### src/rtl/buck_prot_pkg.sv
// Purpose: Shared constants and types for the buck protection and strap logic
// Assumes: core_clk at 10 MHz; straps arrive already resolved to three levels
// Notes: APB register map and timing counts live here
//
// Contract
// - Stop the power stage at over-temperature; resume only after hysteresis cooling.
// - Hold off high-side turn-on while valley current exceeds the low-side limit.
// - Valley limit strap: ground lowest, high middle, open highest level.
// - High-side limit trip ends the high-side on-time immediately.
// - Ignore the high-side comparator during blanking after each high-side turn-on.
// - Increment the 4-bit hiccup counter each cycle with a low-side limit event.
// - Otherwise decrement or hold at zero; saturate at both ends.
// - High-side limit events never change the hiccup counter.
// - At all ones, tri-state both switches for three soft-start durations.
// - After the hiccup wait, restart with a fresh soft-start.
// - Hiccup counting and shutdown stay active during soft-start too.
// - Rate strap: open lowest, ground middle, high highest frequency.
// - Decode the two output level straps into nine output voltage codes.
// - Each strap is a three-level input: low, high or open.
// - Latch straps once the analog supply settles; ignore later changes.
// - Soft-start ramps the reference at fixed slew; sets the hiccup wait base.
package buck_prot_pkg;

	// ----------------------------------------
	// Strap levels and decoded settings
	// ----------------------------------------
	typedef enum logic [1:0] {
		STRAP_LOW = 2'b00,
		STRAP_HIGH = 2'b01,
		STRAP_OPEN = 2'b10
	} strap_e;

	typedef struct packed {
		logic [1:0] limit_sel;
		logic [1:0] rate_sel;
		logic [3:0] level_sel;
	} strap_cfg_s;

	// Valley limit codes: 0 = 4.6 A, 1 = 6.2 A, 2 = 6.8 A
	localparam logic [1:0] LIMIT_LOWEST = 2'h0;
	localparam logic [1:0] LIMIT_MIDDLE = 2'h1;
	localparam logic [1:0] LIMIT_HIGHEST = 2'h2;
	// Rate codes: 0 = 400 kHz, 1 = 565 kHz, 2 = 790 kHz
	localparam logic [1:0] RATE_LOWEST = 2'h0;
	localparam logic [1:0] RATE_MIDDLE = 2'h1;
	localparam logic [1:0] RATE_HIGHEST = 2'h2;
	// Level codes 0..8: 3.3, 2.49, 1.8, 1.5, 1.2, 1.0, 0.9, 0.8, 0.7 V
	localparam logic [3:0] LEVEL_3V3 = 4'h0;
	localparam logic [3:0] LEVEL_2V49 = 4'h1;
	localparam logic [3:0] LEVEL_1V8 = 4'h2;
	localparam logic [3:0] LEVEL_1V5 = 4'h3;
	localparam logic [3:0] LEVEL_1V2 = 4'h4;
	localparam logic [3:0] LEVEL_1V0 = 4'h5;
	localparam logic [3:0] LEVEL_0V9 = 4'h6;
	localparam logic [3:0] LEVEL_0V8 = 4'h7;
	localparam logic [3:0] LEVEL_0V7 = 4'h8;

	// ----------------------------------------
	// Power stage state machine
	// ----------------------------------------
	typedef enum logic [1:0] {
		ST_OFF = 2'b00,
		ST_SOFTSTART = 2'b01,
		ST_RUN = 2'b10,
		ST_HICCUP = 2'b11
	} stage_e;

	// ----------------------------------------
	// Timing
	// ----------------------------------------
	localparam int CLK_HZ = 10_000_000;
	localparam int BLANK_NS = 108;
	localparam int BLANK_CYC_I = (BLANK_NS * (CLK_HZ / 1_000_000) + 999) / 1000;
	localparam logic [3:0] BLANK_CYC = 4'(BLANK_CYC_I);
	// Reference ramps at 0.45 V/ms up to a 0.7 V top; soft-start time in us
	localparam int SS_SLEW_UV_PER_MS = 450_000;
	localparam int SS_TOP_UV = 700_000;
	localparam int SS_US = (SS_TOP_UV * 1000) / SS_SLEW_UV_PER_MS;
	localparam int SS_CYC_DEF = SS_US * (CLK_HZ / 1_000_000);
	localparam int HICCUP_SS_COUNT = 3;
	localparam logic [3:0] HICCUP_FULL = 4'hF;
	localparam logic [3:0] HICCUP_ZERO = 4'h0;

	// ----------------------------------------
	// APB register map (byte addresses)
	// ----------------------------------------
	localparam logic [7:0] ADDR_STATUS = 8'h00;
	localparam logic [7:0] ADDR_IRQ_STAT = 8'h04;
	localparam logic [7:0] ADDR_IRQ_MASK = 8'h08;
	localparam logic [7:0] ADDR_CONTROL = 8'h0C;
	localparam logic [7:0] ADDR_STRAPS = 8'h10;
	// Event bits: 0 low-side limit, 1 high-side limit, 2 hiccup, 3 thermal
	localparam int EV_N = 4;
	localparam int EV_LS = 0;
	localparam int EV_HS = 1;
	localparam int EV_HICCUP = 2;
	localparam int EV_THERM = 3;
	localparam int CTRL_ENABLE = 0;
	localparam logic CTRL_RESET_VAL = 1'b1;
endpackage

### src/rtl/buck_prot.sv
// Purpose: Strap latch, current-limit gating, hiccup and thermal protection
// Assumes: Comparator and strap inputs synchronous to core_clk; cycle_tick marks each switching cycle
// Notes: APB slave, zero wait states; unmapped reads return zero, slverr on unmapped
module buck_prot #(
	parameter int SS_CYC = buck_prot_pkg::SS_CYC_DEF
) (
	input wire logic core_clk,
	input wire logic rst_n,
	input wire logic [7:0] paddr,
	input wire logic psel,
	input wire logic penable,
	input wire logic pwrite,
	input wire logic [31:0] pwdata,
	output logic [31:0] prdata,
	output logic pready,
	output logic pslverr,
	input wire logic supply_good,
	input wire logic [1:0] valley_limit_strap,
	input wire logic [1:0] switching_rate_strap,
	input wire logic [1:0] output_level_select_high,
	input wire logic [1:0] output_level_select_low,
	input wire logic over_temp,
	input wire logic cycle_tick,
	input wire logic pwm_on_req,
	input wire logic pwm_off_req,
	input wire logic ls_limit,
	input wire logic hs_limit,
	output logic hs_gate,
	output logic ls_gate,
	output logic stage_tristate,
	output logic softstart_active,
	output buck_prot_pkg::strap_cfg_s strap_cfg,
	output logic irq
);

	// ----------------------------------------
	// Strap latch
	// ----------------------------------------
	logic straps_taken_q;
	buck_prot_pkg::strap_cfg_s cfg_d;
	buck_prot_pkg::strap_e lvl_hi;
	buck_prot_pkg::strap_e lvl_lo;

	always_comb begin
		lvl_hi = buck_prot_pkg::strap_e'(output_level_select_high);
		lvl_lo = buck_prot_pkg::strap_e'(output_level_select_low);
		// ground, high and open map to three valley limits
		if (valley_limit_strap == buck_prot_pkg::STRAP_LOW) begin
			cfg_d.limit_sel = buck_prot_pkg::LIMIT_LOWEST;
		end else if (valley_limit_strap == buck_prot_pkg::STRAP_HIGH) begin
			cfg_d.limit_sel = buck_prot_pkg::LIMIT_MIDDLE;
		end else begin
			cfg_d.limit_sel = buck_prot_pkg::LIMIT_HIGHEST;
		end
		if (switching_rate_strap == buck_prot_pkg::STRAP_LOW) begin
			cfg_d.rate_sel = buck_prot_pkg::RATE_MIDDLE;
		end else if (switching_rate_strap == buck_prot_pkg::STRAP_HIGH) begin
			cfg_d.rate_sel = buck_prot_pkg::RATE_HIGHEST;
		end else begin
			cfg_d.rate_sel = buck_prot_pkg::RATE_LOWEST;
		end
		case ({lvl_hi, lvl_lo})
			{buck_prot_pkg::STRAP_LOW, buck_prot_pkg::STRAP_LOW}: cfg_d.level_sel = buck_prot_pkg::LEVEL_3V3;
			{buck_prot_pkg::STRAP_LOW, buck_prot_pkg::STRAP_HIGH}: cfg_d.level_sel = buck_prot_pkg::LEVEL_2V49;
			{buck_prot_pkg::STRAP_HIGH, buck_prot_pkg::STRAP_LOW}: cfg_d.level_sel = buck_prot_pkg::LEVEL_1V8;
			{buck_prot_pkg::STRAP_HIGH, buck_prot_pkg::STRAP_HIGH}: cfg_d.level_sel = buck_prot_pkg::LEVEL_1V5;
			{buck_prot_pkg::STRAP_LOW, buck_prot_pkg::STRAP_OPEN}: cfg_d.level_sel = buck_prot_pkg::LEVEL_1V2;
			{buck_prot_pkg::STRAP_OPEN, buck_prot_pkg::STRAP_LOW}: cfg_d.level_sel = buck_prot_pkg::LEVEL_1V0;
			{buck_prot_pkg::STRAP_HIGH, buck_prot_pkg::STRAP_OPEN}: cfg_d.level_sel = buck_prot_pkg::LEVEL_0V9;
			{buck_prot_pkg::STRAP_OPEN, buck_prot_pkg::STRAP_HIGH}: cfg_d.level_sel = buck_prot_pkg::LEVEL_0V8;
			default: cfg_d.level_sel = buck_prot_pkg::LEVEL_0V7;
		endcase
	end

	// Captured once after the supply settles; later pin changes have no effect
	always_ff @(posedge core_clk or negedge rst_n) begin
		if (!rst_n) begin
			straps_taken_q <= 1'b0;
			strap_cfg <= '0;
		end else if (supply_good && !straps_taken_q) begin
			straps_taken_q <= 1'b1;
			strap_cfg <= cfg_d;
		end
	end

	// ----------------------------------------
	// Thermal state
	// ----------------------------------------
	// over_temp is the comparator with 160 C trip and 25 C hysteresis built in
	logic therm_q;
	always_ff @(posedge core_clk or negedge rst_n) begin
		if (!rst_n) begin
			therm_q <= 1'b0;
		end else begin
			therm_q <= over_temp;
		end
	end

	// ----------------------------------------
	// Stage sequencing
	// ----------------------------------------
	buck_prot_pkg::stage_e state_q;
	logic [31:0] wait_q;
	logic [3:0] hiccup_q;
	logic enable_q;
	logic ls_evt_q;
	logic hiccup_trip;
	assign hiccup_trip = (hiccup_q == buck_prot_pkg::HICCUP_FULL);

	always_ff @(posedge core_clk or negedge rst_n) begin
		if (!rst_n) begin
			state_q <= buck_prot_pkg::ST_OFF;
			wait_q <= '0;
		end else begin
			case (state_q)
				buck_prot_pkg::ST_OFF: begin
					// restart only through soft-start once hot flag clears
					if (straps_taken_q && enable_q && !therm_q) begin
						state_q <= buck_prot_pkg::ST_SOFTSTART;
						wait_q <= 32'(SS_CYC);
					end
				end
				buck_prot_pkg::ST_SOFTSTART: begin
					if (therm_q || !enable_q) begin
						state_q <= buck_prot_pkg::ST_OFF;
					end else if (hiccup_trip) begin
						state_q <= buck_prot_pkg::ST_HICCUP;
						wait_q <= 32'(buck_prot_pkg::HICCUP_SS_COUNT * SS_CYC);
					end else if (wait_q <= 32'd1) begin
						state_q <= buck_prot_pkg::ST_RUN;
					end else begin
						wait_q <= wait_q - 32'd1;
					end
				end
				buck_prot_pkg::ST_RUN: begin
					if (therm_q || !enable_q) begin
						state_q <= buck_prot_pkg::ST_OFF;
					end else if (hiccup_trip) begin
						state_q <= buck_prot_pkg::ST_HICCUP;
						wait_q <= 32'(buck_prot_pkg::HICCUP_SS_COUNT * SS_CYC);
					end
				end
				default: begin
					if (wait_q <= 32'd1) begin
						state_q <= buck_prot_pkg::ST_OFF;
					end else begin
						wait_q <= wait_q - 32'd1;
					end
				end
			endcase
		end
	end

	logic active;
	assign active = (state_q == buck_prot_pkg::ST_SOFTSTART) || (state_q == buck_prot_pkg::ST_RUN);

	// ----------------------------------------
	// Hiccup counter
	// ----------------------------------------
	always_ff @(posedge core_clk or negedge rst_n) begin
		if (!rst_n) begin
			ls_evt_q <= 1'b0;
			hiccup_q <= buck_prot_pkg::HICCUP_ZERO;
		end else if (!active) begin
			ls_evt_q <= 1'b0;
			hiccup_q <= buck_prot_pkg::HICCUP_ZERO;
		end else if (cycle_tick) begin
			// A limit seen on the tick edge closes this cycle; carrying it over would count twice
			ls_evt_q <= 1'b0;
			// hs_limit has no path into this counter
			if (ls_evt_q || ls_limit) begin
				if (!hiccup_trip) begin
					hiccup_q <= hiccup_q + 4'h1;
				end
			end else if (hiccup_q != buck_prot_pkg::HICCUP_ZERO) begin
				hiccup_q <= hiccup_q - 4'h1;
			end
		end else if (ls_limit) begin
			ls_evt_q <= 1'b1;
		end
	end

	// ----------------------------------------
	// High-side gate with blanking
	// ----------------------------------------
	logic [3:0] blank_q;
	logic hs_trip;
	assign hs_trip = hs_gate && (blank_q == 4'h0) && hs_limit;

	always_ff @(posedge core_clk or negedge rst_n) begin
		if (!rst_n) begin
			hs_gate <= 1'b0;
			ls_gate <= 1'b0;
			blank_q <= '0;
		end else if (!active || hiccup_trip) begin
			hs_gate <= 1'b0;
			ls_gate <= 1'b0;
			blank_q <= '0;
		end else if (hs_gate) begin
			if (blank_q != 4'h0) begin
				blank_q <= blank_q - 4'h1;
			end
			if (hs_trip || pwm_off_req) begin
				hs_gate <= 1'b0;
				ls_gate <= 1'b1;
			end
		end else if (pwm_on_req && !ls_limit && !hiccup_trip) begin
			hs_gate <= 1'b1;
			ls_gate <= 1'b0;
			blank_q <= buck_prot_pkg::BLANK_CYC;
		end else begin
			ls_gate <= 1'b1;
		end
	end

	always_ff @(posedge core_clk or negedge rst_n) begin
		if (!rst_n) begin
			stage_tristate <= 1'b1;
			softstart_active <= 1'b0;
		end else begin
			stage_tristate <= !active || hiccup_trip;
			softstart_active <= (state_q == buck_prot_pkg::ST_SOFTSTART);
		end
	end

	// ----------------------------------------
	// Interrupts and APB
	// ----------------------------------------
	logic [buck_prot_pkg::EV_N-1:0] ev_stat_q;
	logic [buck_prot_pkg::EV_N-1:0] ev_mask_q;
	logic [buck_prot_pkg::EV_N-1:0] ev_now;
	logic wr_acc;
	logic rd_acc;
	assign wr_acc = psel && penable && pwrite;
	assign rd_acc = psel && penable && !pwrite;
	assign ev_now[buck_prot_pkg::EV_LS] = active && ls_limit;
	assign ev_now[buck_prot_pkg::EV_HS] = hs_trip;
	assign ev_now[buck_prot_pkg::EV_HICCUP] = active && hiccup_trip;
	assign ev_now[buck_prot_pkg::EV_THERM] = over_temp && !therm_q;

	// Set wins over a write-one clear in the same cycle
	genvar gi;
	generate
		for (gi = 0; gi < buck_prot_pkg::EV_N; gi++) begin : g_ev
			always_ff @(posedge core_clk or negedge rst_n) begin
				if (!rst_n) begin
					ev_stat_q[gi] <= 1'b0;
				end else if (ev_now[gi]) begin
					ev_stat_q[gi] <= 1'b1;
				end else if (wr_acc && paddr == buck_prot_pkg::ADDR_IRQ_STAT && pwdata[gi]) begin
					ev_stat_q[gi] <= 1'b0;
				end
			end
		end
	endgenerate

	always_ff @(posedge core_clk or negedge rst_n) begin
		if (!rst_n) begin
			ev_mask_q <= '0;
			enable_q <= buck_prot_pkg::CTRL_RESET_VAL;
			irq <= 1'b0;
		end else begin
			if (wr_acc && paddr == buck_prot_pkg::ADDR_IRQ_MASK) begin
				ev_mask_q <= pwdata[buck_prot_pkg::EV_N-1:0];
			end
			if (wr_acc && paddr == buck_prot_pkg::ADDR_CONTROL) begin
				enable_q <= pwdata[buck_prot_pkg::CTRL_ENABLE];
			end
			irq <= |(ev_stat_q & ev_mask_q);
		end
	end

	logic mapped;
	assign mapped = (paddr == buck_prot_pkg::ADDR_STATUS) || (paddr == buck_prot_pkg::ADDR_IRQ_STAT)
		|| (paddr == buck_prot_pkg::ADDR_IRQ_MASK) || (paddr == buck_prot_pkg::ADDR_CONTROL)
		|| (paddr == buck_prot_pkg::ADDR_STRAPS);

	always_ff @(posedge core_clk or negedge rst_n) begin
		if (!rst_n) begin
			prdata <= '0;
			pready <= 1'b0;
			pslverr <= 1'b0;
		end else begin
			pready <= psel && !penable;
			pslverr <= psel && !penable && !mapped;
			prdata <= '0;
			if (psel && !penable && !pwrite) begin
				if (paddr == buck_prot_pkg::ADDR_STATUS) begin
					prdata <= {20'h00000, hiccup_q, 2'h0, straps_taken_q, therm_q, 2'h0, state_q};
				end else if (paddr == buck_prot_pkg::ADDR_IRQ_STAT) begin
					prdata <= {28'h0000000, ev_stat_q};
				end else if (paddr == buck_prot_pkg::ADDR_IRQ_MASK) begin
					prdata <= {28'h0000000, ev_mask_q};
				end else if (paddr == buck_prot_pkg::ADDR_CONTROL) begin
					prdata <= {31'h00000000, enable_q};
				end else if (paddr == buck_prot_pkg::ADDR_STRAPS) begin
					prdata <= {24'h000000, strap_cfg};
				end
			end
		end
	end

	// ----------------------------------------
	// Checks
	// ----------------------------------------
	hiccup_sat_a: assert property (@(posedge core_clk) disable iff (!rst_n)
		(cycle_tick && active && !ls_limit && !ls_evt_q && hiccup_q == 4'h0) |=> hiccup_q == 4'h0)
		else $error("hiccup counter wrapped below zero");
	hiccup_inc_a: assert property (@(posedge core_clk) disable iff (!rst_n)
		(cycle_tick && active && ls_limit && hiccup_q < 4'hE) |=> hiccup_q == $past(hiccup_q) + 4'h1)
		else $error("hiccup counter missed a low-side event");
	hiccup_off_a: assert property (@(posedge core_clk) disable iff (!rst_n)
		(active && hiccup_trip) |=> state_q == buck_prot_pkg::ST_HICCUP ##1 stage_tristate)
		else $error("full hiccup count did not shut the stage");
	ls_hold_a: assert property (@(posedge core_clk) disable iff (!rst_n)
		(!hs_gate && ls_limit) |=> !hs_gate)
		else $error("high side turned on above valley limit");
	hs_trunc_a: assert property (@(posedge core_clk) disable iff (!rst_n)
		hs_trip |=> !hs_gate && (ls_gate || stage_tristate))
		else $error("high-side trip did not end on-time");
	blank_hold_a: assert property (@(posedge core_clk) disable iff (!rst_n)
		$rose(hs_gate) && !pwm_off_req |-> ##1 (hs_gate || pwm_off_req || !active))
		else $error("high side cut inside blanking");
	therm_stop_a: assert property (@(posedge core_clk) disable iff (!rst_n)
		(therm_q && active) |=> state_q == buck_prot_pkg::ST_OFF ##1 stage_tristate)
		else $error("thermal trip did not stop stage");
	strap_freeze_a: assert property (@(posedge core_clk) disable iff (!rst_n)
		straps_taken_q |=> strap_cfg == $past(strap_cfg))
		else $error("strap settings changed after latch");
	retry_ss_a: assert property (@(posedge core_clk) disable iff (!rst_n)
		(state_q == buck_prot_pkg::ST_HICCUP && wait_q <= 32'd1) |=> state_q == buck_prot_pkg::ST_OFF)
		else $error("hiccup wait did not end in retry");
	count_clear_a: assert property (@(posedge core_clk) disable iff (!rst_n)
		(state_q == buck_prot_pkg::ST_OFF) |=> hiccup_q == 4'h0)
		else $error("hiccup count not cleared before retry");
endmodule

### config.mk
export PLATFORM = sky130hd
export DESIGN_NAME = buck_prot
export DESIGN_NICKNAME = d
export VERILOG_FILES = /design/src/rtl/buck_prot_pkg.sv /design/src/rtl/buck_prot.sv
export SDC_FILE = /design/constraint.sdc
export NUM_CORES = 1
export LEC_CHECK = 0
export BUFFER_PORTS_ARGS = -buffer_cell sky130_fd_sc_hd__buf_2
export CAP_MARGIN = 40
export CORE_UTILIZATION = 58
export DETAILED_ROUTE_END_ITERATION = 12
export MAX_ROUTING_LAYER = met4
export PLACE_DENSITY = 0.88
export SYNTH_ARGS = -nofsm -noshare
export SYNTH_HDL_FRONTEND = slang
export SYNTH_SLANG_ARGS = --single-unit
### constraint.sdc
create_clock -name core_clk -period 6.7 [get_ports core_clk]
set_input_delay 1.005 -clock core_clk [delete_from_list [all_inputs] [get_ports core_clk]]
set_output_delay 1.005 -clock core_clk [all_outputs]
set_load 0.02 [all_outputs]
==> results of run 1 <==
## cell usage in the layout (no fill, tap or decap), drive strengths merged, types with 9 or more instances in the layout
cell / n
dfrtp: 79
buf: 63
nor2: 60
nand2: 48
a21oi: 29
nor3: 26
conb: 20
o21ai: 20
inv: 19
xnor2: 18
nor4: 16
o31ai: 10
mux2: 9
ha: 9
clkbuf: 9
## cell type report
cell class	instances	area, um^2
Clock buffer	9	123.9
Inverter	18	67.56
Timing Repair Buffer	63	355.3
Fill cell	573	2356
Tap cell	99	123.9
Multi-Input combinational cell	374	2258
Clock inverter	7	93.84
Sequential cell	81	2029
## state kept, by name, summed over array words and instances (netlist names), 2 cells and up
| register | cells |
|---|---|
| blank_q | 4 |
| ev_stat_q | 4 |
| prdata | 12 |
| state_q | 2 |
| wait_q | 32 |
| hiccup_q | 4 |
| strap_cfg | 8 |
| ev_mask_q | 4 |
## critical path, stage by stage
cell      delay [ns]
buf_2           0.09
or4_1           0.56
nor3_1          0.64
nand3b_1        0.22
nor2b_1         0.37
nand2_1         0.10
a22o_1          0.20
## final timing paths
path	start	end	cells past startpoint
setup / recovery	paddr[1]	ev_stat_q[0]$_DFFE_PN0P_	7
hold / removal	wait_q[18]$_DFFE_PN0P_	wait_q[18]$_DFFE_PN0P_	1
setup reg to reg	wait_q[0]$_DFFE_PN0P_	wait_q[24]$_DFFE_PN0P_	8
hold reg to reg	wait_q[18]$_DFFE_PN0P_	wait_q[18]$_DFFE_PN0P_	1
max in group asynchronous	rst_n	stage_tristate$_DFF_PN1_	2
min in group asynchronous	rst_n	wait_q[12]$_DFFE_PN0P_	1
## power by group through the flow
stage,logic [uW],clock network (uW),registers (uW)
finish,543,389,648
global route,603,416,660
CTS,536,396,645
detailed placement,533,0,655
global placement,509,0,650
floorplan,389,0,652
## cell families (layout without fill, tap and decap cells)
| group | count (synthesis) | in the layout | share of synthesized area, % |
|---|---|---|---|
| AOI/OAI and AO/OA | 102 | 102 | 15.22 |
| xor gates and xnor gates | 19 | 19 | 3.674 |
| adders and majority gates | 10 | 10 | 2.928 |
| buffers and inverters | 57 | 97 | 6.906 |
| DFF | 81 | 81 | 44.81 |
| muxes | 10 | 10 | 2.459 |
| other | 1 | 20 | 0.08279 |
| and+or+nand+nor | 213 | 213 | 23.92 |
## layer usage
metal,GRT usage [%],up-vias,wire length (um)
li1,-,1841,-
met1,34.18,1829,4476
met2,43.00,150,4896
met3,4.714,23,496
met4,7.392,0,170
met5,-,-,0
## stage by stage
step                      area [um^2]  setup WS (ns)  hold WS, ns
final                            5052          3.740       0.4914
after CTS                        5052          3.810       0.4901
after global placement           4787          3.548       0.4653
after detailed placement         4835          3.535       0.4792
after global routing             5052          3.567       0.5198
after floorplan                  4601          3.943       0.4453
==> impl.org, run 1 <==
** Power
- Registers are responsible for 41.0% of the overall power.
- P per Cell Area :: 312.6 nW/um^2
- Per report_power, the clock group accounts for 24.6% of the total.
- Net switching is 38.02% of the power.
- The design draws 1579 uW.
- Summed over all cells, the static leakage comes to 0.002371 uW.
- Maximum vdd drop :: 193.4 uV
- Relative contribution of combinational cells to total power :: 34.4%
- Internal power comes to 978.7 uW.
- In this run the power spent charging and discharging nets is 600.5 uW.

** STA
- Count of final setup violators :: 0
- RSZ-0062 raised after global routing :: no
- The number of hold violations in the final report was 0.
- After layout, the minimum clock period comes to 2.960 ns.
- Of the available clock period, the critical path in the final layout requires 44.18%.
- Worst rel slew slack :: 46.55%
- The number of pins with negative max-slew slack in the final report is 0.
- Total negative slack :: 0 ns
- Largest clock skew in the final design :: 0.005621 ns
- Maximum clock rate :: 337.9 MHz
- For the pin with the worst max-slew slack, the measured transition is 0.7957 ns.

** Yosys
- Among all flip-flop cells after synthesis, the most frequent one is dfrtp_1.
- In the synthesized netlist, the cells that appear most often are dfrtp_1, nor2_1, nand2_1.
- Among all cell types in the netlist, the one instantiated most often is dfrtp_1.
- A synthesized cell averages 9.187 um^2.
- Area share of the leading cell type in the synthesized netlist :: 43.65%
- The synthesized design contains 81 register bits.
- Syn Inst Count :: 493
- For this run, asynchronously set or reset flops after synthesis account for 100.0%.
- Cell Area, Synth :: 4529 um^2
- The Yosys step of the flow raised 0 warnings.
- Top cells by area, synth :: dfrtp_1, nor2_1, nand2_1
- After synthesis, flip-flops and latches occupy 44.81% of the total area.
- Counting flops with a built-in enable in the synthesized netlist gives 0.
- In this run, distinct cell masters in the synthesized netlist total 66.
- Cell accounting for the most synthesized area :: dfrtp_1

** Drt
- In the final routed layout, each cell accounts on average for 15.42 um.
- Detailed routing inserted a total of 3843 vias.
- Dividing the detail-routed via count by the number of cells gives 5.903.
- After detailed routing, the number of remaining DRC violations is 0.
- In this run, the number of DRC markers left after iteration 0 of detailed routing was 246.
- Wire length after detailed routing :: 10040 um
- Once detail routing completed, the nets flagged for antenna violations numbered 0.
- The first detailed-routing pass ran for 5 iterations.

** Floorplanning
- IO Pins :: 107
- Initial Util :: 61.14%
- X dimension of the die :: 90.37 um
- Placeable Area :: 7408 um^2
- The floorplan step set the die height to 90.37 um.
- The floorplan has 31 rows.
- Total Die Area :: 8167 um^2

** Global routing
- The via count of the first global-routing pass is 3722.
- For this run, the total global-route usage over all layers was measured as 26.45%.
- Antenna violations before repair :: 0
- Entering global routing, the biggest net connects 59 pins.
- Wire length of the first global-routing pass :: 17010 um
- Global routing finished with a remaining overflow of 0.

** CTS
- In this run, CTS created clock tree buffers numbering 9.
- CTS max path bufs :: 2
- Total number of clock tree sinks :: 81
- In this run, post-CTS repair resized a total of 0 instances.
- Post-CTS Hold Buffers :: 0
- The root buffer cell chosen for the clock tree is clkbuf_8.
- Number of levels in the clock H-tree :: 3
- After clock tree synthesis, the clock-pin slew on the worst setup and hold paths is 0.08 ns.
- The clock reaches the later pin of the worst-skew pair after 0.35 ns.
- TritonCTS built the clock tree.
- Buffers added to address setup during post-CTS repair amount to 0.

** Setup path
- Crit path max fanout :: 8
- Data required, critical path :: 6.94 ns
- The worst setup path is of the in2reg kind.
- CP endpoint kind :: flop
- Critical path data arrival time :: 3.20 ns
- Minimum setup slack among reg-to-reg paths :: 3.81 ns
- Startpoint class of the critical path :: input port

** Finish
- Share of post-route cells with drive strength above 1 :: 18.84%
- Layout-stage area growth over the synthesis result :: 11.55%
- Final Util :: 68.20%
- Number of diodes added for antenna fixing :: 0
- Post-route non-filler standard cell count :: 651
- Nets :: 617

** Outcome
- The run finished with clean final reports.

** Placement
- Final weighted congestion of routability-driven global placement :: 0.8623
- Number of placed instances with taps included :: 635
- PortBufs :: 58
- Final HPWL from detailed placement :: 7294 um

** Run
- The tool flagged a number of max-cap violations equal to 0.

** Worst hold path
- Min-delay worst type :: reg2reg
No activity file was read; power rests on OpenSTA's default activity.
==> inputs of run 2 (changes only) <==
Settings changed: CORE_UTILIZATION 58 to 54, PLACE_DENSITY 0.88 to 0.83.
Clock period 6.7 ns to 3 ns, I/O delays scaled along.
==> run 2 against run 1 <==
The run now ends with design-rule violations left. First-iteration DRC count grew 10%. Flip-flop and latch count unchanged. Global-route usage fell by 0.25 points. Sequential power grew 120%. Design area increased by 0.77%. Via count is 1.8% higher. Clock power up 96%. Setup slack got worse by 3.4 ns. Non-clock buffer count up 7. Cell count grew 2.0%. Critical path type is now reg2reg. Critical endpoint is now wait_q[29]$_DFFE_PN0P_. Largest cell class unchanged.
==> impl.org, run 2 (synthesis results as in run 1) <==
** CTS
- The tree is rooted in a clkbuf_8.
- Inserted Clock Buffers :: 9
- After clock tree synthesis, the clock-pin slew on the worst setup and hold paths is 0.09 ns.
- TritonCTS built the clock tree.
- At the later pin of the worst-skew pair, clock insertion delay measures 0.37 ns.
- In this run the deepest clock path goes through 2 buffers.
- Number of levels in the clock H-tree :: 3
- Once the clock tree was built, the resizer swapped 0 gates to a different size.
- The clock net in this run drives a total of 81 sinks.

** Drt
- Wire length after detailed routing :: 10310 um
- Vias after detailed routing :: 3912
- Detailed-routing iteration count for the pre-antenna-repair pass :: 9
- Dividing the detail-routed wire length by the instance count gives 15.52 um.
- In this run the remaining antenna-violating nets after routing total 0.
- In the routed design, unresolved DRC markers number 1.
- Dividing the detail-routed via count by the number of cells gives 5.892.
- Number of DRC violations after detailed-routing iteration 0 :: 271

** Power
- P per Cell Area :: 675.8 nW/um^2
- Maximum vdd drop :: 381.9 uV
- Summed over all cells, the static leakage comes to 0.002394 uW.

** Setup path
- CP endpoint kind :: flop
- By startpoint and endpoint, the worst setup path is classified as reg2reg.
- Most frequent cell on the critical path :: or3_1
- The worst register-to-register path begins at wait_q[0]$_DFFE_PN0P_.
- Levels on crit path :: 6
- Crit path max fanout :: 10
- Tracing the worst setup path back leads to its startpoint at wait_q[0]$_DFFE_PN0P_.
- Critical path data arrival time :: 2.90 ns
- CP max stage cell :: or3_1
- For the worst flop-to-flop path, the logic depth is 6.
- In this design, the stage delay of the slowest critical-path cell is 0.54 ns.
- Startpoint class of the critical path :: flop
- Data required, critical path :: 3.25 ns
- The kind of cell with the highest combined delay along the critical path is simple AND/OR/NAND/NOR gates.
- The critical path goes through or3_1 -> or3_1 -> or3_1 -> nor3_2 -> nand2_1 -> mux2_2.
- Buffers and inverters on the worst path :: 0

** STA
- Based on the critical path, the design can be clocked at up to 378.0 MHz.
- Worst-case hold slack :: 0.1995 ns
- The number of hold violations in the final report came to 0.
- In the finished design, the share of the clock period the worst path needs comes to 88.19%.
- For the pin with the worst max-slew slack, the measured transition is 0.5422 ns.
- The number of pins with negative max-slew slack in the final report was 0.
- In this run the tightest slew margin relative to its limit is 63.52%.
- Across the routed clock network, the largest skew measured is 0.01055 ns.
- Setup violations remaining at the end of the flow were counted as 0.
- Final critical delay including setup and external delays :: 2.646 ns
- For the final routed database, the setup TNS stands at 0 ns.
- Setup repair after global routing left no endpoint under its margin.

** Worst hold path
- The path class of the tightest hold or removal check is in2reg.
- In this run the most critical hold path is launched from over_temp.
- Counting instances, the worst hold path has a depth of 1.

** Floorplanning
- From bottom edge to top edge, the die measures 93.59 um.
- Total Die Area :: 8758 um^2
- The core region is 8175 um^2.
- Placement Rows :: 33
- IO Pins :: 107
- The floorplan step set the die width to 93.59 um.
- Once the floorplan was initialized, standard cells occupied 55.40% of the core.

** Global routing
- For met3 alone, demand over resource in global routing was 5.691%.
- After global routing the overflow that remains totals 0.
- Global routing consumed, on the met1 layer, 33.23% of the routing resources.
- In this run the most used layer during global routing was met2.
- In the global route stage, overall resource usage came out at 26.20%.
- The via count of the first global-routing pass was 3837.
- Maximum number of pins on one net before global-route repair :: 57
- The first global-routing pass estimated 17580 um of wire.
- The initial antenna violation count came to 0.
- For met2 alone, demand over resource in global routing was 42.10%.

** Outcome
- The checks that failed: design-rule violations.
- The flow ran to the end, but the final reports show violations.

** Finish
- Most common cell after layout, fill and taps aside :: dfrtp_1
- 0 antenna diodes ended up in the layout.
- Registers with the highest flip-flop counts :: wait_q x32, prdata x12, strap_cfg x8
- # fillers :: 679
- Flip-flop count of the largest register, all copies and words added :: 32
- The post-route netlist has 19.68% of its cells at a drive strength greater than 1.
- In the layout the commonest cells are dfrtp_1, nor2_1, buf_2.
- Ranked by flip-flop count, first place goes to wait_q.
- In the final design database the tool counted 624 nets.
- The area growth from synthesis to layout is 12.40%.

** Placement
- PortBufs :: 58
- Final HPWL from detailed placement :: 7441 um
- Final weighted congestion of routability-driven global placement :: 0.8898

** Run
- Number of maximum-capacitance constraint violations :: 0
## run 2: cell types whose count changed in the layout (fill, tap and decap cells not counted)
cell and change:
buf_12 +1, buf_2 -1, buf_4 +7, buf_8 -1, bufinv_16 -2, clkinv_2 -2, clkinv_4 +2, clkinvlp_4 -1
dlygate4sd3_1 +1, inv_6 +2, inv_8 +1
## run 2: worst register-to-register path, cell delays in order (launching register included)
cell and delay, ns:
dfrtp_1 0.44, or3_1 0.44, or3_1 0.39, or3_1 0.54, nor3_2 0.34, nand2_1 0.10, mux2_2 0.29
## run 2: layout make-up
type                       instances  area, um^2  area share (%)
clock inverter                     7       62.56           1.229
tap                              105       131.4           2.580
sequential                        81        2029           39.86
multi-input combinational        374        2258           44.36
inverter                          18       67.56           1.327
clock buffer                       9       123.9           2.433
timing repair buffer              70       417.9           8.208
## run 2: power breakdown
group | switching, uW | internal (uW)
combinational | 763 | 470
clock | 444 | 318
sequential | 182 | 1260
## run 2: path summary, 6_finish.rpt
path                                             to  slack (ns)
max                          wait_q[29]$_DFFE_PN0P_        0.35
min                               therm_q$_DFF_PN0_        0.20
max reg2reg                  wait_q[29]$_DFFE_PN0P_        0.35
min reg2reg                  wait_q[18]$_DFFE_PN0P_        0.51
max in group asynchronous  stage_tristate$_DFF_PN1_        1.83
min in group asynchronous    wait_q[10]$_DFFE_PN0P_        0.53
## run 2: repair_timing
action                                  4_1_cts  5_1_grt
hold endpoints to repair                      7        0
hold buffers                                  1        0
endpoints found under the setup margin        0        0
setup buffers                                 0        0
## run 2: per-stage QoR
step,setup WS [ns],std cells,area [um^2],power (uW),utilization (%)
after floorplan,0.6179,512,4601,2325,-
after global placement,0.4283,646,4867,2609,59.53
after detailed placement,0.4211,647,4895,2672,59.87
after CTS,0.3916,664,5091,3445,62.27
after global routing,0.2231,664,5091,3678,62.27
final,0.3544,664,5091,3441,62.27
## run 2: routing by layer
layer / share of wire (%) / up-vias
met2: 49 / 162
met3: 5.3 / 24
met4: 2.2 / 0
met1: 44 / 1871
met5: 0 / -
li1: - / 1855
